File: src/verilog/bhb_pkg.sv
`default_nettype none
package bhb_pkg;
   // register word offsets, byte addresses on the plain port
   localparam logic [7:0] OFF_LAT_HDR = 8'h0C;
   localparam logic [7:0] OFF_BUS_NUM = 8'h18;
   localparam logic [7:0] OFF_IO_STS = 8'h1C;
   localparam logic [7:0] OFF_IRQ_STS = 8'h40;
   localparam logic [7:0] OFF_IRQ_MASK = 8'h44;
   // hardwired field values
   localparam logic [7:0] LAT_TIMER_VAL = 8'h00;
   localparam logic [7:0] HDR_TYPE_VAL = 8'h01;
   localparam logic [3:0] IO_ADDR_CAP = 4'h1;
   // field positions
   localparam int HDR_TYPE_LSB = 16;
   localparam int UP_BUS_LSB = 0;
   localparam int DN_BUS_LSB = 8;
   localparam int HI_BUS_LSB = 16;
   localparam int IO_BASE_LSB = 4;
   localparam int IO_LIMIT_LSB = 12;
   // reset values
   localparam logic [7:0] BUS_NUM_RST = 8'h00;
   localparam logic [3:0] IO_WIN_RST = 4'h0;
   localparam logic [31:0] RDATA_RST = 32'h0000_0000;
   // fill of the low window address bits
   localparam logic [11:0] IO_BOTTOM_FILL = 12'h000;
   localparam logic [11:0] IO_TOP_FILL = 12'hFFF;
   // event indices, shared by status flags and interrupt bits
   localparam int NUM_EV = 6;
   localparam int EV_PAR = 0;
   localparam int EV_STA = 1;
   localparam int EV_RTA = 2;
   localparam int EV_RMA = 3;
   localparam int EV_SSE = 4;
   localparam int EV_DPE = 5;
   // word bit of each flag in the status half of offset 1ch
   localparam int SEC_POS [NUM_EV] = '{24, 27, 28, 29, 30, 31};
   // flags that software may clear; the others hold until reset
   localparam logic [NUM_EV-1:0] SEC_W1C_MASK = 6'h31;
   localparam logic [NUM_EV-1:0] FLAGS_RST = 6'h00;

   // sticky flag update, a set in the clearing cycle wins
   function automatic logic w1c_next(input logic cur,
                                      input logic set,
                                      input logic clr);
      w1c_next = set | (cur & ~clr);
   endfunction
endpackage
`default_nettype wire

File: src/verilog/bhb_win_if.sv
`timescale 1ns/1ps
`default_nettype none
// window bounds and one lookup between the bank and the decoder
interface bhb_win_if;
   logic [3:0] base_lo;
   logic [3:0] limit_lo;
   logic [15:0] base_hi;
   logic [15:0] limit_hi;
   logic req_valid;
   logic [31:0] req_addr;
   logic fwd_valid;
   logic fwd_hit;
   modport ctl (output base_lo, output limit_lo, output base_hi,
                output limit_hi, output req_valid, output req_addr,
                input fwd_valid, input fwd_hit);
   modport win (input base_lo, input limit_lo, input base_hi,
                input limit_hi, input req_valid, input req_addr,
                output fwd_valid, output fwd_hit);
endinterface
`default_nettype wire

File: src/verilog/bhb_io_window.sv
`timescale 1ns/1ps
`default_nettype none
// registered i/o window lookup: one answer per request, next cycle
module bhb_io_window
   import bhb_pkg::*;
(
   input wire logic mclk,
   input wire logic sys_rst,
   bhb_win_if.win w
);
   logic [31:0] bottom; // lowest address inside the window
   logic [31:0] top; // highest address inside the window
   logic hit_nxt;

   // full 32-bit bounds from upper and lower halves
   assign bottom = {w.base_hi, w.base_lo, IO_BOTTOM_FILL};
   assign top = {w.limit_hi, w.limit_lo, IO_TOP_FILL};
   // base above limit gives an empty window, nothing forwarded
   assign hit_nxt = (w.req_addr >= bottom) && (w.req_addr <= top);

   // answer register, valid for one cycle
   always_ff @(posedge mclk)
   begin
      if (sys_rst)
      begin
         w.fwd_valid <= 1'b0;
         w.fwd_hit <= 1'b0;
      end
      else
      begin
         w.fwd_valid <= w.req_valid;
         w.fwd_hit <= w.req_valid & hit_nxt;
      end
   end

   property p_fwd_hit;
      @(posedge mclk) disable iff (sys_rst)
      w.req_valid |=> w.fwd_valid && (w.fwd_hit ==
         (($past(w.req_addr) >= {$past(w.base_hi), $past(w.base_lo),
            12'h000}) && ($past(w.req_addr) <= {$past(w.limit_hi),
            $past(w.limit_lo), 12'hFFF})));
   endproperty
   a_fwd_hit: assert property (p_fwd_hit)
      else $error("window decision wrong");

   property p_fwd_idle;
      @(posedge mclk) disable iff (sys_rst)
      !w.req_valid |=> !w.fwd_valid && !w.fwd_hit;
   endproperty
   a_fwd_idle: assert property (p_fwd_idle)
      else $error("answer without a request");

   c_fwd_hit: cover property (@(posedge mclk) disable iff (sys_rst)
      w.req_valid ##1 w.fwd_hit);
endmodule
`default_nettype wire

File: src/verilog/bhb_regs.sv
// Function
// - both latency timer bytes read zero
// - header type byte reads 01h
// - upstream bus number, read-write, resets zero
// - downstream bus number, read-write, resets zero
// - highest bus number, read-write, resets zero
// - addressing nibbles read 1h, 32-bit i/o
// - i/o base nibble gives bottom bits 15:12
// - i/o limit nibble gives top bits 15:12
// - forward i/o inside the base/limit window
// - upper 16 bounds bits come from outside
// - legacy status fields always read zero
// - parity flag set only with parity response
// - completer abort sent sets its flag
// - completer abort received sets its flag
// - unsupported request received sets its flag
// - error message sent with serr sets flag
// - poisoned packet received sets its flag
`timescale 1ns/1ps
`default_nettype none
module bhb_regs
   import bhb_pkg::*;
(
   input wire logic mclk,
   input wire logic sys_rst,
   // plain register port
   input wire logic [7:0] reg_addr,
   input wire logic [31:0] reg_wdata,
   input wire logic reg_wr,
   input wire logic reg_rd,
   output logic [31:0] reg_rdata,
   // enables held in registers outside this bank
   input wire logic parity_resp_en,
   input wire logic serr_en,
   // upper halves of the i/o window bounds
   input wire logic [15:0] io_base_hi,
   input wire logic [15:0] io_limit_hi,
   // downstream-side events, one-cycle pulses
   input wire logic ev_parity_err,
   input wire logic ev_abort_sent,
   input wire logic ev_abort_rcvd,
   input wire logic ev_unsup_rcvd,
   input wire logic ev_err_msg_sent,
   input wire logic ev_poison_rcvd,
   // i/o forwarding lookup
   input wire logic io_req_valid,
   input wire logic [31:0] io_req_addr,
   output logic io_fwd_valid,
   output logic io_fwd_hit,
   // stored bus numbers for the routing logic
   output logic [7:0] upstream_bus,
   output logic [7:0] downstream_bus,
   output logic [7:0] highest_bus,
   // level interrupt
   output logic irq
);
   // bus number fields
   logic [7:0] up_bus_r;
   logic [7:0] dn_bus_r;
   logic [7:0] hi_bus_r;
   // writable nibbles of the i/o window
   logic [3:0] io_base_r;
   logic [3:0] io_limit_r;
   // secondary status flags, indexed by event
   logic [NUM_EV-1:0] sec_flag_r;
   // interrupt status and mask, same layout
   logic [NUM_EV-1:0] irq_sts_r;
   logic [NUM_EV-1:0] irq_mask_r;
   logic irq_r;
   // read data register and its next value
   logic [31:0] rdata_r;
   logic [31:0] rdata_nxt;
   // qualified events and decoded writes
   logic [NUM_EV-1:0] ev_set;
   logic [NUM_EV-1:0] sec_clr;
   logic [NUM_EV-1:0] irq_clr;
   logic wr_bus;
   logic wr_io;
   logic wr_irq_sts;
   logic wr_irq_mask;
   logic [15:0] sec_status;

   bhb_win_if win_if ();

   // lookup engine, kept apart so it can be retimed alone
   bhb_io_window u_win (
      .mclk (mclk),
      .sys_rst (sys_rst),
      .w (win_if)
   );

   // window bounds and requests go straight to the lookup
   assign win_if.base_lo = io_base_r;
   assign win_if.limit_lo = io_limit_r;
   assign win_if.base_hi = io_base_hi;
   assign win_if.limit_hi = io_limit_hi;
   assign win_if.req_valid = io_req_valid;
   assign win_if.req_addr = io_req_addr;

   // write decode; offset 0ch holds nothing writable
   assign wr_bus = reg_wr && (reg_addr == OFF_BUS_NUM);
   assign wr_io = reg_wr && (reg_addr == OFF_IO_STS);
   assign wr_irq_sts = reg_wr && (reg_addr == OFF_IRQ_STS);
   assign wr_irq_mask = reg_wr && (reg_addr == OFF_IRQ_MASK);

   // event qualification
   always_comb
   begin
      ev_set = '0;
      // parity flag never sets while parity response is off
      ev_set[EV_PAR] = ev_parity_err & parity_resp_en;
      ev_set[EV_STA] = ev_abort_sent;
      ev_set[EV_RTA] = ev_abort_rcvd;
      ev_set[EV_RMA] = ev_unsup_rcvd;
      ev_set[EV_SSE] = ev_err_msg_sent & serr_en;
      ev_set[EV_DPE] = ev_poison_rcvd;
   end

   // clear vectors; read-only flags ignore written ones
   always_comb
   begin
      for (int i = 0; i < NUM_EV; i++)
      begin
         sec_clr[i] = wr_io && reg_wdata[SEC_POS[i]]
                      && SEC_W1C_MASK[i];
         irq_clr[i] = wr_irq_sts && reg_wdata[i];
      end
   end

   // bus number registers
   always_ff @(posedge mclk)
   begin
      if (sys_rst)
      begin
         up_bus_r <= BUS_NUM_RST;
         dn_bus_r <= BUS_NUM_RST;
         hi_bus_r <= BUS_NUM_RST;
      end
      else if (wr_bus)
      begin
         // the latency byte 31:24 is dropped here
         up_bus_r <= reg_wdata[UP_BUS_LSB +: 8];
         dn_bus_r <= reg_wdata[DN_BUS_LSB +: 8];
         hi_bus_r <= reg_wdata[HI_BUS_LSB +: 8];
      end
   end

   // i/o window nibbles; capability nibbles are not stored
   always_ff @(posedge mclk)
   begin
      if (sys_rst)
      begin
         io_base_r <= IO_WIN_RST;
         io_limit_r <= IO_WIN_RST;
      end
      else if (wr_io)
      begin
         io_base_r <= reg_wdata[IO_BASE_LSB +: 4];
         io_limit_r <= reg_wdata[IO_LIMIT_LSB +: 4];
      end
   end

   // secondary status flags, sticky until cleared or reset
   always_ff @(posedge mclk)
   begin
      if (sys_rst)
      begin
         sec_flag_r <= FLAGS_RST;
      end
      else
      begin
         for (int i = 0; i < NUM_EV; i++)
         begin
            // a set in the clearing cycle is kept
            sec_flag_r[i] <= w1c_next(sec_flag_r[i], ev_set[i],
                                      sec_clr[i]);
         end
      end
   end

   // interrupt status, fed by the same qualified events
   always_ff @(posedge mclk)
   begin
      if (sys_rst)
      begin
         irq_sts_r <= FLAGS_RST;
      end
      else
      begin
         for (int i = 0; i < NUM_EV; i++)
         begin
            irq_sts_r[i] <= w1c_next(irq_sts_r[i], ev_set[i],
                                     irq_clr[i]);
         end
      end
   end

   // interrupt mask, all sources off after reset
   always_ff @(posedge mclk)
   begin
      if (sys_rst)
      begin
         irq_mask_r <= FLAGS_RST;
      end
      else if (wr_irq_mask)
      begin
         irq_mask_r <= reg_wdata[NUM_EV-1:0];
      end
   end

   // interrupt output registered; one cycle behind the status
   always_ff @(posedge mclk)
   begin
      if (sys_rst)
      begin
         irq_r <= 1'b0;
      end
      else
      begin
         irq_r <= |(irq_sts_r & irq_mask_r);
      end
   end

   // status half: legacy and reserved bits stay zero
   always_comb
   begin
      sec_status = 16'h0000;
      for (int i = 0; i < NUM_EV; i++)
      begin
         sec_status[SEC_POS[i] - 16] = sec_flag_r[i];
      end
   end

   // read mux; unmapped offsets read as zero
   always_comb
   begin
      rdata_nxt = RDATA_RST;
      case (reg_addr)
         OFF_LAT_HDR:
         begin
            rdata_nxt[HDR_TYPE_LSB +: 8] = HDR_TYPE_VAL;
            rdata_nxt[15:8] = LAT_TIMER_VAL;
         end
         OFF_BUS_NUM:
         begin
            rdata_nxt[UP_BUS_LSB +: 8] = up_bus_r;
            rdata_nxt[DN_BUS_LSB +: 8] = dn_bus_r;
            rdata_nxt[HI_BUS_LSB +: 8] = hi_bus_r;
            rdata_nxt[31:24] = LAT_TIMER_VAL;
         end
         OFF_IO_STS:
         begin
            rdata_nxt[3:0] = IO_ADDR_CAP;
            rdata_nxt[IO_BASE_LSB +: 4] = io_base_r;
            rdata_nxt[11:8] = IO_ADDR_CAP;
            rdata_nxt[IO_LIMIT_LSB +: 4] = io_limit_r;
            rdata_nxt[31:16] = sec_status;
         end
         OFF_IRQ_STS:
         begin
            rdata_nxt[NUM_EV-1:0] = irq_sts_r;
         end
         OFF_IRQ_MASK:
         begin
            rdata_nxt[NUM_EV-1:0] = irq_mask_r;
         end
         default:
         begin
            rdata_nxt = RDATA_RST;
         end
      endcase
   end

   // read data stand for one cycle only, zero otherwise
   always_ff @(posedge mclk)
   begin
      if (sys_rst)
      begin
         rdata_r <= RDATA_RST;
      end
      else
      begin
         rdata_r <= reg_rd ? rdata_nxt : RDATA_RST;
      end
   end

   // outputs straight from flip-flops
   assign reg_rdata = rdata_r;
   assign upstream_bus = up_bus_r;
   assign downstream_bus = dn_bus_r;
   assign highest_bus = hi_bus_r;
   assign io_fwd_valid = win_if.fwd_valid;
   assign io_fwd_hit = win_if.fwd_hit;
   assign irq = irq_r;

   // checks
   property p_hdr_read;
      @(posedge mclk) disable iff (sys_rst)
      reg_rd && (reg_addr == OFF_LAT_HDR) |=>
         reg_rdata == 32'h0001_0000;
   endproperty
   a_hdr_read: assert property (p_hdr_read)
      else $error("header word wrong");

   property p_bus_write;
      @(posedge mclk) disable iff (sys_rst)
      wr_bus |=> upstream_bus == $past(reg_wdata[7:0])
         && downstream_bus == $past(reg_wdata[15:8])
         && highest_bus == $past(reg_wdata[23:16]);
   endproperty
   a_bus_write: assert property (p_bus_write)
      else $error("bus numbers not stored");

   property p_bus_read;
      @(posedge mclk) disable iff (sys_rst)
      reg_rd && (reg_addr == OFF_BUS_NUM) |=> reg_rdata ==
         {8'h00, $past(hi_bus_r), $past(dn_bus_r), $past(up_bus_r)};
   endproperty
   a_bus_read: assert property (p_bus_read)
      else $error("bus word read wrong");

   property p_io_read;
      @(posedge mclk) disable iff (sys_rst)
      reg_rd && (reg_addr == OFF_IO_STS) |=>
         reg_rdata[3:0] == 4'h1 && reg_rdata[11:8] == 4'h1
         && reg_rdata[23:16] == 8'h00 && reg_rdata[26:25] == 2'h0;
   endproperty
   a_io_read: assert property (p_io_read)
      else $error("i/o status constants wrong");

   property p_io_write;
      @(posedge mclk) disable iff (sys_rst)
      wr_io |=> io_base_r == $past(reg_wdata[7:4])
         && io_limit_r == $past(reg_wdata[15:12]);
   endproperty
   a_io_write: assert property (p_io_write)
      else $error("window nibbles not stored");

   property p_par_gate;
      @(posedge mclk) disable iff (sys_rst)
      !sec_flag_r[EV_PAR] && !(ev_parity_err && parity_resp_en)
         |=> !sec_flag_r[EV_PAR];
   endproperty
   a_par_gate: assert property (p_par_gate)
      else $error("parity flag set while gated");

   property p_abort_set;
      @(posedge mclk) disable iff (sys_rst)
      ev_abort_sent || ev_abort_rcvd || ev_unsup_rcvd |=>
         (sec_flag_r[EV_STA] || !$past(ev_abort_sent))
         && (sec_flag_r[EV_RTA] || !$past(ev_abort_rcvd))
         && (sec_flag_r[EV_RMA] || !$past(ev_unsup_rcvd));
   endproperty
   a_abort_set: assert property (p_abort_set)
      else $error("abort flag not set");

   property p_ro_hold;
      @(posedge mclk) disable iff (sys_rst)
      sec_flag_r[EV_STA] ##1 !sys_rst |-> sec_flag_r[EV_STA];
   endproperty
   a_ro_hold: assert property (p_ro_hold)
      else $error("read-only flag cleared");

   property p_sse_set;
      @(posedge mclk) disable iff (sys_rst)
      ev_err_msg_sent && serr_en |=> sec_flag_r[EV_SSE];
   endproperty
   a_sse_set: assert property (p_sse_set)
      else $error("system error flag not set");

   property p_dpe_clear;
      @(posedge mclk) disable iff (sys_rst)
      wr_io && reg_wdata[31] && !ev_poison_rcvd |=>
         !sec_flag_r[EV_DPE] ##1 !sec_flag_r[EV_DPE] || $past(
         ev_poison_rcvd);
   endproperty
   a_dpe_clear: assert property (p_dpe_clear)
      else $error("poison flag not cleared");

   property p_dpe_set;
      @(posedge mclk) disable iff (sys_rst)
      ev_poison_rcvd |=> sec_flag_r[EV_DPE] && irq_sts_r[EV_DPE];
   endproperty
   a_dpe_set: assert property (p_dpe_set)
      else $error("poison set lost");

   property p_irq_raise;
      @(posedge mclk) disable iff (sys_rst)
      ev_poison_rcvd && irq_mask_r[EV_DPE] && !wr_irq_mask
         |-> ##[1:2] irq;
   endproperty
   a_irq_raise: assert property (p_irq_raise)
      else $error("interrupt not raised");

   c_clear_race: cover property (@(posedge mclk) disable iff (sys_rst)
      wr_io && reg_wdata[31] && ev_poison_rcvd);
   c_irq: cover property (@(posedge mclk) disable iff (sys_rst)
      !irq ##1 irq);
   c_bus_rd: cover property (@(posedge mclk) disable iff (sys_rst)
      wr_bus ##1 reg_rd && reg_addr == OFF_BUS_NUM);
endmodule
`default_nettype wire

File: config.mk
export PLATFORM = sky130hd
export DESIGN_NAME = bhb_regs
export DESIGN_NICKNAME = d
export VERILOG_FILES = /design/src/verilog/bhb_pkg.sv /design/src/verilog/bhb_win_if.sv /design/src/verilog/bhb_io_window.sv /design/src/verilog/bhb_regs.sv
export SDC_FILE = /design/constraint.sdc
export NUM_CORES = 1
export LEC_CHECK = 0
export ABC_CLOCK_PERIOD_IN_PS = 2900
export BUFFER_PORTS_ARGS = -buffer_cell sky130_fd_sc_hd__buf_2
export CORE_MARGIN = 5
export CORE_UTILIZATION = 51
export CTS_CLUSTER_DIAMETER = 150
export CTS_CLUSTER_SIZE = 40
export DETAILED_ROUTE_END_ITERATION = 8
export PLACE_DENSITY_LB_ADDON = 0.2
export SYNTH_ARGS = -nofsm -noshare
export SYNTH_HDL_FRONTEND = slang
export SYNTH_SLANG_ARGS = --single-unit
File: constraint.sdc
create_clock -name mclk -period 2.9 [get_ports mclk]
set_input_delay 0.29 -clock mclk [delete_from_list [all_inputs] [get_ports mclk]]
set_output_delay 0.29 -clock mclk [all_outputs]
set_load 0.1 [all_outputs]
==> flow_summary.html <==
<table>
<tr><th>Metric</th><th>Value</th></tr>
<tr><th colspan="2">Run status</th></tr>
<tr><td>Run status</td><td>finished clean</td></tr>
<tr><th colspan="2">Worst setup path</th></tr>
<tr><td>Worst EP required</td><td>3.10 ns</td></tr>
<tr><td>Kind of start point of the critical path</td><td>primary input</td></tr>
<tr><td>Worst Path Max Fanout</td><td>24</td></tr>
<tr><td>Crit Path Class</td><td>primary input to flip-flop</td></tr>
<tr><td>CP arrival</td><td>2.21 ns</td></tr>
<tr><td>Element type at the critical path end</td><td>flip-flop</td></tr>
<tr><th colspan="2">Placed design</th></tr>
<tr><td>Detailed placer's ending HPWL</td><td>8.46 mm</td></tr>
<tr><td>Number of buffer cells added on primary ports</td><td>~170</td></tr>
<tr><td>Final estimated routing congestion in global placement</td><td>0.937</td></tr>
<tr><td>Area post-placement</td><td>4910 µm²</td></tr>
<tr><th colspan="2">Cells and area</th></tr>
<tr><td>Final Util</td><td>66.8%</td></tr>
<tr><td>Share of layout cells above drive strength 1</td><td>30.2%</td></tr>
<tr><td>Sequential cell area</td><td>between 1500 and 2000 µm²</td></tr>
<tr><td>Total area of multi-input combinational cells</td><td>~2100 µm²</td></tr>
<tr><td>Post-route design area</td><td>slightly above 5000 µm²</td></tr>
<tr><td>Number of antenna repair diodes</td><td>0</td></tr>
<tr><td>Number of nets in the final layout</td><td>between 700 and 800</td></tr>
<tr><td>Layout overhead on the synthesized area</td><td>28.5%</td></tr>
<tr><td>Final-layout fill cell count</td><td>697</td></tr>
<tr><th colspan="2">Flow run</th></tr>
<tr><td>Number of max-capacitance violations reported</td><td>0</td></tr>
<tr><th colspan="2">Pwr</th></tr>
<tr><td>Power density over the cells</td><td>460 nW/µm²</td></tr>
<tr><td>Lkg Pwr</td><td>approximately 2.5 nW</td></tr>
<tr><td>Total power</td><td>2.36 mW</td></tr>
<tr><td>Worst vdd ir</td><td>0.370 mV</td></tr>
<tr><th colspan="2">Synthesis</th></tr>
<tr><td>Number of different library cells in the post-synthesis netlist</td><td>43</td></tr>
<tr><td>Part of the Yosys area used for sequential elements</td><td>41.6%</td></tr>
<tr><td>Flip-flop and latch count after synthesis</td><td>slightly above 80</td></tr>
<tr><td>Yosys warns</td><td>0</td></tr>
<tr><td>Number of flops mapped to enable cells by yosys</td><td>0</td></tr>
<tr><td>Mean instance size in the synthesized netlist</td><td>8.38 µm²</td></tr>
<tr><td>Commonest register cell after synthesis</td><td>dfxtp_1</td></tr>
<tr><td>Share of Yosys cell area claimed by the top area cell type</td><td>41.6%</td></tr>
<tr><td>Post-Synthesis Cell Area</td><td>around 4000 µm²</td></tr>
<tr><td>Instance count of the mapped netlist</td><td>between 400 and 500</td></tr>
<tr><td>Share of synthesized registers carrying an async set or reset</td><td>0%</td></tr>
<tr><td>Largest area contributor in the synthesized netlist</td><td>dfxtp_1</td></tr>
<tr><td>Most area-consuming cells after synthesis</td><td>dfxtp_1 (42%), ha_1 (13%), a21oi_1 (8.0%)</td></tr>
<tr><th colspan="2">Floorplanning</th></tr>
<tr><td>Core Box Area</td><td>7690 µm²</td></tr>
<tr><td>Num ports</td><td>176</td></tr>
<tr><td>Die Span X</td><td>around 99 µm</td></tr>
<tr><td>Starting Density</td><td>between 50% and 60%</td></tr>
<tr><td>Placement Rows</td><td>32</td></tr>
<tr><td>Area of the die</td><td>9710 µm²</td></tr>
<tr><td>Overall die height</td><td>between 90 and 100 µm</td></tr>
<tr><th colspan="2">Global routing</th></tr>
<tr><td>Global routing usage summed across all routing layers</td><td>between 20 and 25%</td></tr>
<tr><td>Overflow left after global routing</td><td>0</td></tr>
<tr><td>Largest net degree at the start of global routing</td><td>53</td></tr>
<tr><td>Vias in the first global route</td><td>4030</td></tr>
<tr><td>Antenna violations before repair</td><td>0</td></tr>
<tr><td>First-pass GRT wire length</td><td>18.1 mm</td></tr>
<tr><th colspan="2">Clock tree</th></tr>
<tr><td>Buffer type at the clock tree root</td><td>clkbuf_8</td></tr>
<tr><td>Number of cells upsized or downsized after cts</td><td>0</td></tr>
<tr><td>Worst-Skew Late Latency</td><td>0.35 ns</td></tr>
<tr><td>CTS H-tree lvls</td><td>3</td></tr>
<tr><td>Number of buffers on the longest clock path</td><td>2</td></tr>
<tr><td>Worst-path clk slew</td><td>0.09 ns</td></tr>
<tr><td>Clock tree from TritonCTS</td><td>yes</td></tr>
<tr><td>Cts bufs inserted</td><td>9</td></tr>
<tr><td>Post-CTS setup-driven buffer insertion count</td><td>0</td></tr>
<tr><td>Total of hold buffers inserted after clock tree synthesis</td><td>0</td></tr>
<tr><td>Clock sink count</td><td>slightly above 80</td></tr>
<tr><th colspan="2">Route</th></tr>
<tr><td>Routed wire length per instance</td><td>14.5 µm</td></tr>
<tr><td>Routed via count</td><td>3873</td></tr>
<tr><td>Remaining antenna violation count after routing</td><td>0</td></tr>
<tr><td>Number of search-and-repair iterations in the first detailed-routing pass</td><td>5</td></tr>
<tr><td>Initial drt markers</td><td>221</td></tr>
<tr><td>Ratio of routed vias to standard cells</td><td>approximately 5.2</td></tr>
<tr><td>Detailed Route WL</td><td>10.8 mm</td></tr>
<tr><td>Number of remaining DRC errors</td><td>0</td></tr>
<tr><th colspan="2">STA</th></tr>
<tr><td>Worst-case headroom to the max-slew limit</td><td>47.0%</td></tr>
<tr><td>Setup Total Neg Slack</td><td>0 ns</td></tr>
<tr><td>Maximum clock frequency</td><td>498 MHz</td></tr>
<tr><td>Number of slew-limit violations in the final report</td><td>0</td></tr>
<tr><td>Portion of the clock cycle consumed by the worst path in the final layout</td><td>69.2%</td></tr>
<tr><td>Fin Clk Skew</td><td>0.0128 ns</td></tr>
<tr><td>Minimum period implied by the final worst setup slack</td><td>2.01 ns</td></tr>
<tr><td>Setup repair after global routing missed its margin</td><td>false</td></tr>
<tr><td>Hold slack</td><td>approximately 0.17 ns</td></tr>
<tr><td>Final setup vio count</td><td>0</td></tr>
<tr><td>Worst Max-Slew Pin Slew</td><td>approximately 0.8 ns</td></tr>
<tr><td>Final-report hold violation count</td><td>0</td></tr>
<tr><th colspan="2">Worst hold path</th></tr>
<tr><td>Tightest Hold Check Type</td><td>primary input to flip-flop</td></tr>
</table>
[worst max-delay path: stages]
cell	delay (ns)
buf_2	0.11
or4b_1	0.71
nor3_2	0.26
buf_4	0.23
nand2_2	0.33
nand2_1	0.20
a21oi_1	0.08
[layout make-up]
| type | instances | area share, % |
|---|---|---|
| Clock buffer | 11 | 2.75 |
| Clock inverter | 5 | 1.68 |
| Inverter | 43 | 3.14 |
| Multi-Input combinational cell | 330 | 40.1 |
| Sequential cell | 83 | 32.4 |
| Tap cell | 102 | 2.49 |
| Timing Repair Buffer | 174 | 17.5 |
[power by group]
part / internal [mW] / switching (mW)
combinational: 0.118 / 0.157
sequential: 1.15 / 0.00803
clock: 0.514 / 0.415
[stage by stage]
stage          cells  setup slack, ns
2_1_floorplan    478             1.06
3_3_place_gp     732            0.609
3_5_place_dp     732            0.525
4_1_cts          748            0.886
5_1_grt          748            0.759
6_report         748            0.893
[logic make-up (layout without fill, tap and decap cells)]
| kind of cell | count (synthesis) | in the layout | synth area share, % |
|---|---|---|---|
| AOI/OAI and AO/OA | 103 | 103 | 15.5 |
| adders and majority gates | 40 | 40 | 12.5 |
| buffers and inverters | 65 | 233 | 7.04 |
| DFF | 83 | 83 | 41.6 |
| muxes | 2 | 2 | 0.501 |
| other | 1 | 2 | 0.0938 |
| and+or+nand+nor | 183 | 183 | 22.8 |
[routing by layer]
layer | share of wire [%] | global-route usage (%) | vias to the layer above
li1 | - | - | 1967
met1 | 42 | 26.9 | 1778
met3 | 7.6 | 5.10 | 13
met5 | 0 | 0 | -
met2 | 50 | 39.8 | 115
met4 | 1.1 | 7.04 | 0
[cell usage after synthesis, drive strengths merged, types with 2 or more instances]
cell,instances
mux2i,2
and2,18
nor4b,2
o21ai,5
or3,2
buf,12
o31ai,2
a22oi,11
o211ai,2
nand3,26
dfxtp,83
nand4,10
a21oi,64
a21o,5
a211oi,2
a22o,2
nand2b,2
nor2b,2
or4b,2
a221oi,2
clkbuf,10
nor3,8
inv,43
a222oi,3
nand2,81
ha,40
nor4,5
nor2,22
[registers in the layout, indices dropped and copies added (netlist names)]
register           flops
sec_flag_r             6
u_win.w.fwd_hit        1
irq_sts_r              6
u_win.w.fwd_valid      1
io_limit_r             4
upstream_bus           8
irq                    1
irq_mask_r             6
io_base_r              4
downstream_bus         8
highest_bus            8
reg_rdata             30
[placed cells by master, fill, tap and decap left out, drive strengths merged, types with 3 or more instances in the layout]
master  instances
buf           174
dfxtp          83
nand2          81
a21oi          64
inv            43
ha             40
nand3          26
nor2           22
and2           18
a22oi          11
clkbuf         11
nand4          10
nor3            8
a21o            5
o21ai           5
nor4            5
a222oi          3
clkinv          3
[worst paths after layout]
check,start,end,slack [ns],depth (start not counted)
max,reg_addr[5],upstream_bus[0]$_SDFFE_PP0P_,0.89,7
min,ev_unsup_rcvd,sec_flag_r[3]$_SDFF_PP0_,0.17,3
max reg2reg,io_base_r[2]$_SDFFE_PP0P_,u_win.w.fwd_hit$_SDFF_PP0_,1.15,7
min reg2reg,sec_flag_r[0]$_SDFF_PP0_,sec_flag_r[0]$_SDFF_PP0_,0.46,2
(Power assumes the default switching activity.)
